===== src/rtl/uart_bridge_pkg.sv =====
package uart_bridge_pkg;

  // ********************************
  // clock and bit timing
  // ********************************
  localparam int unsigned CLK_HZ = 250_000_000;
  localparam int unsigned BAUD_RESET = 115_200;
  localparam logic [23:0] DIV_RESET = 24'(CLK_HZ / BAUD_RESET);
  localparam logic [23:0] DIV_MIN = 24'h00_0010;
  localparam int unsigned CKO_HZ = 12_000_000;
  localparam logic [7:0] CKO_HALF = 8'(CLK_HZ / (2 * CKO_HZ));
  localparam int unsigned SIR_NUM = 3;
  localparam int unsigned SIR_SHIFT = 4;
  localparam logic [1:0] STRAP_WAIT = 2'h2;

  // ********************************
  // register map
  // ********************************
  localparam logic [7:0] REG_CTRL = 8'h00;
  localparam logic [7:0] REG_BAUD = 8'h04;
  localparam logic [7:0] REG_TXDATA = 8'h08;
  localparam logic [7:0] REG_RXDATA = 8'h0C;
  localparam logic [7:0] REG_STATUS = 8'h10;

  localparam int unsigned CTRL_PAR_LO = 0;
  localparam int unsigned CTRL_PAR_EN = 2;
  localparam int unsigned CTRL_NINE = 3;
  localparam int unsigned CTRL_DTR = 4;
  localparam int unsigned CTRL_RTS = 5;
  localparam int unsigned CTRL_CONF = 6;
  localparam int unsigned CTRL_PULL = 7;
  localparam logic [7:0] CTRL_RESET = 8'h80;

  localparam int unsigned RX_PERR = 9;
  localparam int unsigned RX_FERR = 10;
  localparam int unsigned RX_OVR = 11;

  localparam int unsigned ST_TX_FULL = 0;
  localparam int unsigned ST_TX_BUSY = 1;
  localparam int unsigned ST_RX_VALID = 2;
  localparam int unsigned ST_MODEM_LO = 3;
  localparam int unsigned ST_IR = 7;
  localparam int unsigned ST_ASSIST = 8;
  localparam int unsigned ST_NOSUSP = 9;

  localparam logic [1:0] RESP_OKAY = 2'h0;
  localparam logic [1:0] RESP_SLVERR = 2'h2;

  typedef enum logic [1:0] {
    PAR_ODD = 2'b00,
    PAR_EVEN = 2'b01,
    PAR_MARK = 2'b10,
    PAR_SPACE = 2'b11
  } parity_t;

  typedef enum logic [2:0] {
    FR_IDLE = 3'b000,
    FR_START = 3'b001,
    FR_DATA = 3'b010,
    FR_PAR = 3'b011,
    FR_STOP = 3'b100
  } frame_t;

endpackage


===== src/rtl/uart_bridge.sv =====
// The implementer's own choices: the AXI4-Lite slave port and the placing of the registers.
`timescale 1ns/1ns
module uart_bridge
  import uart_bridge_pkg::*;
(
  input wire logic aclk,
  input wire logic aresetn,
  input wire logic clk_en,
  input wire logic [7:0] s_axi_awaddr,
  input wire logic s_axi_awvalid,
  output logic s_axi_awready,
  input wire logic [31:0] s_axi_wdata,
  input wire logic [3:0] s_axi_wstrb,
  input wire logic s_axi_wvalid,
  output logic s_axi_wready,
  output logic [1:0] s_axi_bresp,
  output logic s_axi_bvalid,
  input wire logic s_axi_bready,
  input wire logic [7:0] s_axi_araddr,
  input wire logic s_axi_arvalid,
  output logic s_axi_arready,
  output logic [31:0] s_axi_rdata,
  output logic [1:0] s_axi_rresp,
  output logic s_axi_rvalid,
  input wire logic s_axi_rready,
  input wire logic rxd_pin,
  output logic txd_pin,
  input wire logic cts_pin,
  input wire logic dsr_pin,
  input wire logic ri_pin,
  input wire logic dcd_pin,
  output logic dtr_pin,
  output logic rts_pin,
  input wire logic infrared_mode_strap_n,
  input wire logic assist_rs232_strap,
  input wire logic suspend_inhibit_n,
  output logic usb_configured_n,
  output logic clock_out_true,
  output logic clock_out_complement,
  output logic rx_pull_up,
  output logic rx_pull_down,
  output logic suspend_enable
);

  function automatic logic par_calc(input logic [8:0] d, input logic nine,
                                    input logic [1:0] mode);
    logic p;
    p = nine ? ^d : ^d[7:0];
    case (mode)
      PAR_ODD: par_calc = ~p;
      PAR_EVEN: par_calc = p;
      PAR_MARK: par_calc = 1'b1;
      default: par_calc = 1'b0;
    endcase
  endfunction

  function automatic logic reg_known(input logic [7:0] a);
    reg_known = (a == REG_CTRL) || (a == REG_BAUD) || (a == REG_TXDATA) ||
                (a == REG_RXDATA) || (a == REG_STATUS);
  endfunction

  // ********************************
  // pin synchronisers
  // ********************************
  logic [7:0] sync1_q;
  logic [7:0] sync2_q;
  logic [7:0] pins_in;
  assign pins_in = {suspend_inhibit_n, assist_rs232_strap,
                    infrared_mode_strap_n, dcd_pin, ri_pin, dsr_pin,
                    cts_pin, rxd_pin};

  always_ff @(posedge aclk)
  begin
    if (!aresetn)
    begin
      sync1_q <= 8'hFF;
      sync2_q <= 8'hFF;
    end
    else if (clk_en)
    begin
      sync1_q <= pins_in;
      sync2_q <= sync1_q;
    end
  end

  // ********************************
  // strap capture
  // ********************************
  logic [1:0] strap_wait_q;
  logic strap_done_q;
  logic ir_q;
  logic assist_q;

  always_ff @(posedge aclk)
  begin
    if (!aresetn)
    begin
      strap_wait_q <= 2'h0;
      strap_done_q <= 1'b0;
      ir_q <= 1'b0;
      assist_q <= 1'b0;
    end
    else if (clk_en && !strap_done_q)
    begin
      if (strap_wait_q == STRAP_WAIT)
      begin
        ir_q <= ~sync2_q[5];
        assist_q <= sync2_q[6];
        strap_done_q <= 1'b1;
      end
      else
        strap_wait_q <= strap_wait_q + 2'h1;
    end
  end

  // ********************************
  // register bus
  // ********************************
  logic [7:0] ctrl_q;
  logic [23:0] div_q;
  logic [8:0] tx_buf_q;
  logic tx_full_q;
  logic [11:0] rx_word_q;
  logic rx_valid_q;
  logic [7:0] aw_addr_q;
  logic aw_have_q;
  logic [31:0] w_data_q;
  logic [3:0] w_strb_q;
  logic w_have_q;
  logic do_write;
  logic rx_read;
  logic tx_load;
  logic [3:0] modem_in;
  frame_t tx_state_q;

  assign do_write = aw_have_q && w_have_q && !s_axi_bvalid;
  assign rx_read = s_axi_arvalid && s_axi_arready &&
                   (s_axi_araddr == REG_RXDATA);

  always_ff @(posedge aclk)
  begin
    if (!aresetn)
    begin
      s_axi_awready <= 1'b1;
      s_axi_wready <= 1'b1;
      s_axi_bvalid <= 1'b0;
      s_axi_bresp <= RESP_OKAY;
      aw_have_q <= 1'b0;
      w_have_q <= 1'b0;
      aw_addr_q <= 8'h00;
      w_data_q <= 32'h0000_0000;
      w_strb_q <= 4'h0;
    end
    else if (clk_en)
    begin
      if (s_axi_awvalid && s_axi_awready)
      begin
        aw_addr_q <= s_axi_awaddr;
        aw_have_q <= 1'b1;
        s_axi_awready <= 1'b0;
      end
      if (s_axi_wvalid && s_axi_wready)
      begin
        w_data_q <= s_axi_wdata;
        w_strb_q <= s_axi_wstrb;
        w_have_q <= 1'b1;
        s_axi_wready <= 1'b0;
      end
      if (do_write)
      begin
        s_axi_bvalid <= 1'b1;
        s_axi_bresp <= reg_known(aw_addr_q) ? RESP_OKAY : RESP_SLVERR;
      end
      if (s_axi_bvalid && s_axi_bready)
      begin
        s_axi_bvalid <= 1'b0;
        aw_have_q <= 1'b0;
        w_have_q <= 1'b0;
        s_axi_awready <= 1'b1;
        s_axi_wready <= 1'b1;
      end
    end
  end

  // control, divisor and transmit buffer writes
  always_ff @(posedge aclk)
  begin
    if (!aresetn)
    begin
      ctrl_q <= CTRL_RESET;
      div_q <= DIV_RESET;
      tx_buf_q <= 9'h000;
      tx_full_q <= 1'b0;
    end
    else if (clk_en)
    begin
      if (do_write && aw_addr_q == REG_CTRL && w_strb_q[0])
        ctrl_q <= w_data_q[7:0];
      if (do_write && aw_addr_q == REG_BAUD && w_strb_q[2:0] == 3'h7)
        div_q <= (w_data_q[23:0] < DIV_MIN) ? DIV_MIN : w_data_q[23:0];
      if (tx_load)
        tx_full_q <= 1'b0;
      else if (do_write && aw_addr_q == REG_TXDATA && w_strb_q[0] &&
               !tx_full_q)
      begin
        tx_buf_q <= w_data_q[8:0];
        tx_full_q <= 1'b1;
      end
    end
  end

  // read port
  always_ff @(posedge aclk)
  begin
    if (!aresetn)
    begin
      s_axi_arready <= 1'b1;
      s_axi_rvalid <= 1'b0;
      s_axi_rdata <= 32'h0000_0000;
      s_axi_rresp <= RESP_OKAY;
    end
    else if (clk_en)
    begin
      if (s_axi_arvalid && s_axi_arready)
      begin
        s_axi_arready <= 1'b0;
        s_axi_rvalid <= 1'b1;
        s_axi_rresp <= reg_known(s_axi_araddr) ? RESP_OKAY : RESP_SLVERR;
        case (s_axi_araddr)
          REG_CTRL: s_axi_rdata <= {24'h00_0000, ctrl_q};
          REG_BAUD: s_axi_rdata <= {8'h00, div_q};
          REG_TXDATA: s_axi_rdata <= {23'h00_0000, tx_buf_q};
          REG_RXDATA: s_axi_rdata <= {20'h0_0000, rx_word_q};
          REG_STATUS: s_axi_rdata <= {22'h00_0000, sync2_q[7], assist_q,
                                      ir_q, modem_in, rx_valid_q,
                                      tx_state_q != FR_IDLE, tx_full_q};
          default: s_axi_rdata <= 32'h0000_0000;
        endcase
      end
      if (s_axi_rvalid && s_axi_rready)
      begin
        s_axi_rvalid <= 1'b0;
        s_axi_arready <= 1'b1;
      end
    end
  end

  // ********************************
  // transmitter
  // ********************************
  logic [23:0] tx_cnt_q;
  logic [8:0] tx_shift_q;
  logic [3:0] tx_idx_q;
  logic tx_bit_q;
  logic [23:0] sir_thr_q;
  logic [3:0] last_idx;
  logic tx_par_q;

  assign tx_load = (tx_state_q == FR_IDLE) && tx_full_q;
  assign last_idx = ctrl_q[CTRL_NINE] ? 4'h8 : 4'h7;

  always_ff @(posedge aclk)
  begin
    if (!aresetn)
    begin
      tx_state_q <= FR_IDLE;
      tx_cnt_q <= 24'h00_0000;
      tx_shift_q <= 9'h000;
      tx_idx_q <= 4'h0;
      tx_bit_q <= 1'b1;
      tx_par_q <= 1'b0;
    end
    else if (clk_en)
    begin
      if (tx_state_q == FR_IDLE)
      begin
        tx_bit_q <= 1'b1;
        if (tx_load)
        begin
          tx_state_q <= FR_START;
          tx_shift_q <= tx_buf_q;
          tx_cnt_q <= div_q - 24'h00_0001;
          tx_bit_q <= 1'b0;
          tx_par_q <= par_calc(tx_buf_q, ctrl_q[CTRL_NINE], ctrl_q[1:0]);
        end
      end
      else if (tx_cnt_q != 24'h00_0000)
        tx_cnt_q <= tx_cnt_q - 24'h00_0001;
      else
      begin
        tx_cnt_q <= div_q - 24'h00_0001;
        case (tx_state_q)
          FR_START:
          begin
            tx_state_q <= FR_DATA;
            tx_bit_q <= tx_shift_q[0];
            tx_idx_q <= 4'h0;
          end
          FR_DATA:
          begin
            if (tx_idx_q == last_idx)
            begin
              tx_state_q <= ctrl_q[CTRL_PAR_EN] ? FR_PAR : FR_STOP;
              tx_bit_q <= ctrl_q[CTRL_PAR_EN] ? tx_par_q : 1'b1;
            end
            else
            begin
              tx_idx_q <= tx_idx_q + 4'h1;
              tx_shift_q <= {1'b0, tx_shift_q[8:1]};
              tx_bit_q <= tx_shift_q[1];
            end
          end
          FR_PAR:
          begin
            tx_state_q <= FR_STOP;
            tx_bit_q <= 1'b1;
          end
          FR_STOP: tx_state_q <= FR_IDLE;
          default: tx_state_q <= FR_IDLE;
        endcase
      end
    end
  end

  // line driver
  always_ff @(posedge aclk)
  begin
    if (!aresetn)
    begin
      sir_thr_q <= 24'h00_0000;
      txd_pin <= 1'b1;
    end
    else if (clk_en)
    begin
      sir_thr_q <= div_q - 24'((27'(div_q) * 27'(SIR_NUM)) >> SIR_SHIFT);
      txd_pin <= ir_q ? (!tx_bit_q && tx_cnt_q >= sir_thr_q) : tx_bit_q;
    end
  end

  // ********************************
  // receiver
  // ********************************
  frame_t rx_state_q;
  logic [23:0] rx_cnt_q;
  logic [23:0] rx_str_q;
  logic [8:0] rx_shift_q;
  logic [3:0] rx_idx_q;
  logic rx_par_q;
  logic rx_lvl;
  logic [8:0] rx_data;

  assign rx_lvl = ir_q ? !(sync2_q[0] || rx_str_q != 24'h00_0000) :
                  (assist_q ? !sync2_q[0] : sync2_q[0]);
  assign rx_data = ctrl_q[CTRL_NINE] ? rx_shift_q : {1'b0, rx_shift_q[8:1]};

  // stretches a SIR pulse across the mid-bit sample point
  always_ff @(posedge aclk)
  begin
    if (!aresetn)
      rx_str_q <= 24'h00_0000;
    else if (clk_en)
    begin
      if (ir_q && sync2_q[0])
        rx_str_q <= div_q - {2'h0, div_q[23:2]};
      else if (rx_str_q != 24'h00_0000)
        rx_str_q <= rx_str_q - 24'h00_0001;
    end
  end

  always_ff @(posedge aclk)
  begin
    if (!aresetn)
    begin
      rx_state_q <= FR_IDLE;
      rx_cnt_q <= 24'h00_0000;
      rx_shift_q <= 9'h000;
      rx_idx_q <= 4'h0;
      rx_par_q <= 1'b0;
      rx_word_q <= 12'h000;
      rx_valid_q <= 1'b0;
    end
    else if (clk_en)
    begin
      if (rx_read)
        rx_valid_q <= 1'b0;
      if (rx_state_q == FR_IDLE)
      begin
        if (strap_done_q && !rx_lvl)
        begin
          rx_state_q <= FR_START;
          rx_cnt_q <= {1'b0, div_q[23:1]};
        end
      end
      else if (rx_cnt_q != 24'h00_0000)
        rx_cnt_q <= rx_cnt_q - 24'h00_0001;
      else
      begin
        rx_cnt_q <= div_q - 24'h00_0001;
        case (rx_state_q)
          FR_START:
          begin
            rx_state_q <= rx_lvl ? FR_IDLE : FR_DATA;
            rx_idx_q <= 4'h0;
          end
          FR_DATA:
          begin
            rx_shift_q <= {rx_lvl, rx_shift_q[8:1]};
            rx_idx_q <= rx_idx_q + 4'h1;
            if (rx_idx_q == last_idx)
              rx_state_q <= ctrl_q[CTRL_PAR_EN] ? FR_PAR : FR_STOP;
          end
          FR_PAR:
          begin
            rx_par_q <= rx_lvl;
            rx_state_q <= FR_STOP;
          end
          FR_STOP:
          begin
            rx_state_q <= FR_IDLE;
            rx_word_q <= {rx_valid_q && !rx_read, !rx_lvl,
                          ctrl_q[CTRL_PAR_EN] && (rx_par_q != par_calc(
                            rx_data, ctrl_q[CTRL_NINE], ctrl_q[1:0])),
                          rx_data};
            rx_valid_q <= 1'b1;
          end
          default: rx_state_q <= FR_IDLE;
        endcase
      end
    end
  end

  // ********************************
  // modem, assist and power pins
  // ********************************
  logic [7:0] cko_cnt_q;
  logic cko_q;

  assign modem_in = ir_q ? sync2_q[4:1] : ~sync2_q[4:1];

  always_ff @(posedge aclk)
  begin
    if (!aresetn)
    begin
      cko_cnt_q <= 8'h00;
      cko_q <= 1'b0;
    end
    else if (clk_en && assist_q)
    begin
      if (cko_cnt_q == CKO_HALF - 8'h01)
      begin
        cko_cnt_q <= 8'h00;
        cko_q <= ~cko_q;
      end
      else
        cko_cnt_q <= cko_cnt_q + 8'h01;
    end
  end

  always_ff @(posedge aclk)
  begin
    if (!aresetn)
    begin
      dtr_pin <= 1'b1;
      rts_pin <= 1'b1;
      usb_configured_n <= 1'b1;
      clock_out_true <= 1'b0;
      clock_out_complement <= 1'b0;
      rx_pull_up <= 1'b0;
      rx_pull_down <= 1'b0;
      suspend_enable <= 1'b1;
    end
    else if (clk_en)
    begin
      dtr_pin <= ir_q ? ctrl_q[CTRL_DTR] : !ctrl_q[CTRL_DTR];
      rts_pin <= ir_q ? ctrl_q[CTRL_RTS] : !ctrl_q[CTRL_RTS];
      usb_configured_n <= assist_q || !ctrl_q[CTRL_CONF];
      clock_out_true <= assist_q && cko_q;
      clock_out_complement <= assist_q && !cko_q;
      rx_pull_up <= ctrl_q[CTRL_PULL] && strap_done_q && !(ir_q || assist_q);
      rx_pull_down <= ctrl_q[CTRL_PULL] && strap_done_q && (ir_q || assist_q);
      suspend_enable <= sync2_q[7];
    end
  end

endmodule // uart_bridge


===== config.mk =====
export PLATFORM = sky130hd
export DESIGN_NAME = uart_bridge
export DESIGN_NICKNAME = d
export VERILOG_FILES = /design/src/rtl/uart_bridge_pkg.sv /design/src/rtl/uart_bridge.sv
export SDC_FILE = /design/constraint.sdc
export NUM_CORES = 1
export LEC_CHECK = 0
export BUFFER_PORTS_ARGS = -buffer_cell sky130_fd_sc_hd__clkbuf_2
export CORE_MARGIN = 4
export CORE_UTILIZATION = 50
export CTS_CLUSTER_SIZE = 10
export DETAILED_ROUTE_END_ITERATION = 10
export PLACE_DENSITY = 0.68
export SYNTH_ARGS = -nofsm -noshare
export SYNTH_HDL_FRONTEND = slang
export SYNTH_SLANG_ARGS = --single-unit

===== constraint.sdc =====
create_clock -name aclk -period 6.6 [get_ports aclk]
set_clock_uncertainty 0.2 [all_clocks]
set_input_delay 0.99 -clock aclk [delete_from_list [all_inputs] [get_ports aclk]]
set_output_delay 0.99 -clock aclk [all_outputs]
set_load 0.01 [all_outputs]

# Yosys cells after proc, flatten, opt, wreduce, memory -nomap -nowiden
# Index checks and enable logic that the tools add are counted.
# op_classes
n_addsub,10
multipliers,1
order_cmp,2
eq_ne,31
muxes,76
bitwise,11
reduce_logical,103
# op_table
operator,count
2-to-1 mux 24 bit,9
case mux 24 bit (5 select lines),1
"subtractor 24 x 1 -> 24 bit, second input constant",4
nonzero test 24 bit,3
2-to-1 mux 9 bit,6
subtractor 24 x 22 -> 24 bit,2
"equality test 8 x 4 -> 1 bit, second input constant",5
2-to-1 mux 1 bit,37
AND reduction 2 bit,17
logical AND 1 bit,28
2-to-1 mux 3 bit,9
"multiplier 24 x 2 -> 26 bit, second input constant",1
greater-or-equal comparator 24 bit,1
"< comparator 24 x 5 -> 1 bit, second input constant",1
AND reduction 4 bit,6
case mux 3 bit (3 select lines),2
nonzero test 2 bit,9
parity 9 bit,2
"equality test 8 x 3 -> 1 bit, second input constant",2
"equality test 8 x 5 -> 1 bit, second input constant",2
zero test 8 bit,2
case mux 4 bit (2 select lines),2
parity 8 bit,2
zero test 1 bit,13
26 further kinds,68
# word_totals
register_bits,303
input_bits,68
output_inout_bits,50

# Depth between registers and ports, before layout
# logic_depth
word_depth,12
ltp_mapped,17

# Worst setup path before layout
# OpenSTA, ideal clock, no wires.
# synth_timing
path_type,flip-flop to flip-flop
start,reg div_q[1]
end,reg sir_thr_q[20]
setup_ps,79
t_arrival_ps,4106
required_ps,6321
path_slack_ps,2215
stages_incl_launch_ff,18
path_buffers,0
path_cell_list,dfxtp_1 inv_1 ha_1 a211oi_1 o21bai_1 a21oi_1 o31ai_1 a21o_1 a211o_1 o21ai_0 ha_1 and3_1 and3_1 a2111oi_0 o311ai_0 nand3_1 mux2_2 o211ai_1
# synth_via
elab_chain_len,2
# synth_lines
item,line_no,text
from (decl),uart_bridge.sv:120,logic [23:0] div_q;
from (signal assigned),uart_bridge.sv:200,div_q <= (w_data_q[23:0] < DIV_MIN) ? DIV_MIN : w_data_q[23:0];
multiplier 24 x 2 -> 26 bit,uart_bridge.sv:335,sir_thr_q <= div_q - 24'((27'(div_q) * 27'(SIR_NUM)) >> SIR_SHIFT);
subtractor 24 x 22 -> 24 bit (*),uart_bridge.sv:335,
to (signal assigned),uart_bridge.sv:335,
to (decl),uart_bridge.sv:255,logic [23:0] sir_thr_q;
# Mark *: on every way between the ends. The rest lies on a longest branch, timed or not.
# A chain may end at the register's enable or synchronous reset.

# Final worst setup path
# Same ends and word-level chain as after synthesis.

==> reports/metrics.cfg <==
[finish]
final_cells=2908
n_antenna_cell=0
area_growth_pct=8.89
nNetsFinal=2625
drive_above_1_share_pct=8.48

[pwr]
p_sw_mw=1.62
sw_frac_of_total_pct=32.7
power_density_nw_per_um2=244
cellInternalPower_mw=3.34
total_power_mw=4.97
peakVddDrop_uv=253
clkPwrFrac_pct=36.8
p_seq_share_pct=39.8
power_frac_comb_pct=23.4
power_leakage_nw=8.15

[clocking]
cts-hold-fix-buffers=0
cts_tree=done
cts_resized=0
post_cts_buffers=0
cts-root-buf=clkbuf_16
clk_pin_slew_ns=0.06
cts_made_buffers=36
clkLatencyLatePin_ns=0.56
htreeDepth=2
clk_path_buf_depth=3
cts.sinks=293

[timing]
tns_ns=0
fmax_ghz=0.175
rsz0062_at_grt=false
hold_viol=0
tightest_slew_ns=1.18
period_share_pct=86.5
finalSetupViolCount=0
whs_ns=0.243
post-route-min-period_ns=5.71
slew_headroom_pct=21.4
drv_slew=0

[global_routing]
grt_overflow=0
antenna_found_initial=0
grt_max_degree=163
grtUsageTotal_pct=26.8
grt_pass1_vias=16700
grt_pass1_wl_um=90100

[routing]
drc=0
ant_nets=0
first_pass_iters=5
vias_per_cell=6.13
totalWireLength_um=56900
drt-initial-drc-count=1505
wl_per_cell_um=19.6
dr_total_vias=17800

[synthesis]
synthDistinctLibCells=95
syn_avg_cell_area_um2=7.76
synth_top_area_share_pct=31.4
ys_seq_area_share_pct=31.4
synth_top_area_cell=dfxtp_1
syn_inst=2410
synth-async-reset-ratio_pct=0
synth_area_leaders=dfxtp_1 (31%), ha_1 (8.5%), a21oi_1 (6.6%)
synth-seq-cells=293
yosysWarnings=0
synth_edf_count=0
synth_area_um2=18700
ys.flop_type=dfxtp_1

[critical_path]
path_delay_family=compound AO/OA/AOI/OAI gates
cp_max_fo=8
cp.arrival_ns=5.99
slowest_stage=a2111oi_0
cp-end-kind=register
cp-start-kind=register
crit_chain=inv_1 -> ha_1 -> a211oi_1 -> o21bai_1 -> a21oi_1 -> o31ai_1 -> a21o_1 -> a211o_1 -> o21ai_0 -> ha_1 -> and3_1 -> and3_1 -> a2111oi_0 -> o311ai_0 -> nand3_1 -> mux2_2 -> o211ai_1
criticalPathCategory=register to register
path_buf_inv=1
cp.required_ns=6.88
slowest_delay_ns=0.94

[die]
fp.dieW_um=201
die_h_um=201
start_util_pct=50.8
fp.coreArea_um2=36800
die-area_um2=40500
placementRows=70
pin_count=118

[run_status]
status=complete, no violations

[place]
gp_congestion=0.941
io_buffers=98
place_inst=2858
hpwlAfterDp_um=41000

[flow_run]
drv_cap=0

[hold_path]
worstHoldPathType=register to register

-- Yosys cell counts (all sizes together), types with 10 or more instances --
cell type,number
nand2,318
dfxtp,293
a21oi,246
nor2,212
ha,127
o21ai,116
clkbuf,108
inv,92
nor3,91
nand3,74
xnor2,71
mux2i,60
a211oi,46
a21o,42
buf,39
xor2,39
nand4,31
or3,31
o211ai,25
a22oi,24
o21a,23
a31oi,21
nand2b,21
and3,18
nor4,17
nor2b,16
o22ai,15
o31ai,15
or2,11
o311ai,10
or4,10
-- per-layer routing --
layer,part of all wire [%],GRT usage [%]
met1,45,37.4
met2,45,42.8
met3,6.4,3.77
met4,3.0,8.96
met5,0,0
-- worst register-to-register path, delay by kind of cell, from the launching register on --
kind                       cells  cell delay (ns)
AOI/OAI and AO/OA             10             2.99
adders and majority gates      2             0.69
buffers and inverters          1             0.24
DFF                            1             0.55
muxes                          1             0.34
and+or+nand+nor                3             0.60
-- cells in the final DEF, fill, tap and decap left out, drive strengths merged, types with 7 or more instances in the layout --
cell type,count
dfxtp,293
o311ai,10
and4,7
nand2,318
nor4,17
and2,8
nand2b,21
o211ai,25
a21o,42
o21ai,116
nor3,91
a31oi,21
nand3,74
xnor2,71
a22oi,24
o2111ai,8
or4,10
inv,95
mux2i,60
or2,11
o22ai,15
o21a,23
a21boi,7
conb,10
buf,23
clkbuf,142
ha,127
a211oi,46
nor2b,16
o31ai,15
a21oi,246
xor2,39
nand4,31
or3,31
nor2,212
nand3b,7
and3,18
o31a,7
-- flip-flops by register name, indices dropped and copies added (netlist names), 9 cells and up --
register,cells
div_q,24
rx_cnt_q,24
rx_shift_q,9
rx_str_q,24
rx_word_q,12
s_axi_rdata,24
sir_thr_q,24
tx_buf_q,9
tx_cnt_q,24
tx_shift_q,9
w_data_q,24
-- metrics by stage --
step	setup slack [ns]	cell area (um2)	utilization, %
3_3_place_gp	1.17	19300	52.5
2_1_floorplan	2.22	18700	-
4_1_cts	1.05	20400	55.3
3_5_place_dp	1.06	19300	52.5
5_1_grt	0.747	20400	55.3
6_report	0.891	20400	55.3
-- kinds of logic (layout without fill, tap and decap cells) --
group           count (synthesis)  count (layout)  share of synthesized area (%)
buf+inv                       241             262                           5.45
simple gates                  897             897                           22.7
compound gates                675             675                           23.1
flops                         293             293                           31.4
other cells                     1              10                         0.0201
mux                            64              64                           3.45
xor+xnor                      110             110                           5.15
fa+ha+maj                     129             129                           8.71
-- power by group through the flow --
stage | Clock, mW | Combinational [mW] | Sequential [mW]
floorplan | 0 | 0.912 | 1.99
global placement | 0 | 1.12 | 2.01
detailed placement | 0 | 1.14 | 2.01
CTS | 1.85 | 1.15 | 1.97
global route | 1.93 | 1.30 | 1.99
finish | 1.83 | 1.16 | 1.98
-- final timing paths --
kind	from	to	slack, ns	cells past startpoint
setup / recovery	div_q[1]	sir_thr_q[20]	0.89	17
hold / removal	sync2_q[5]	ir_q	0.24	1
setup reg to reg	div_q[1]	sir_thr_q[20]	0.89	17
hold reg to reg	sync2_q[5]	ir_q	0.24	1
-- final cells by class --
cell class,count,area [um2]
multi-input cells,1885,11900
inverters,93,354
clock inverters,4,50.0
flip-flops and latches,293,5870
well taps,468,586
fillers,3456,16400
repair buffers,119,666
clock buffers,46,980
(Power assumes the default switching activity.)
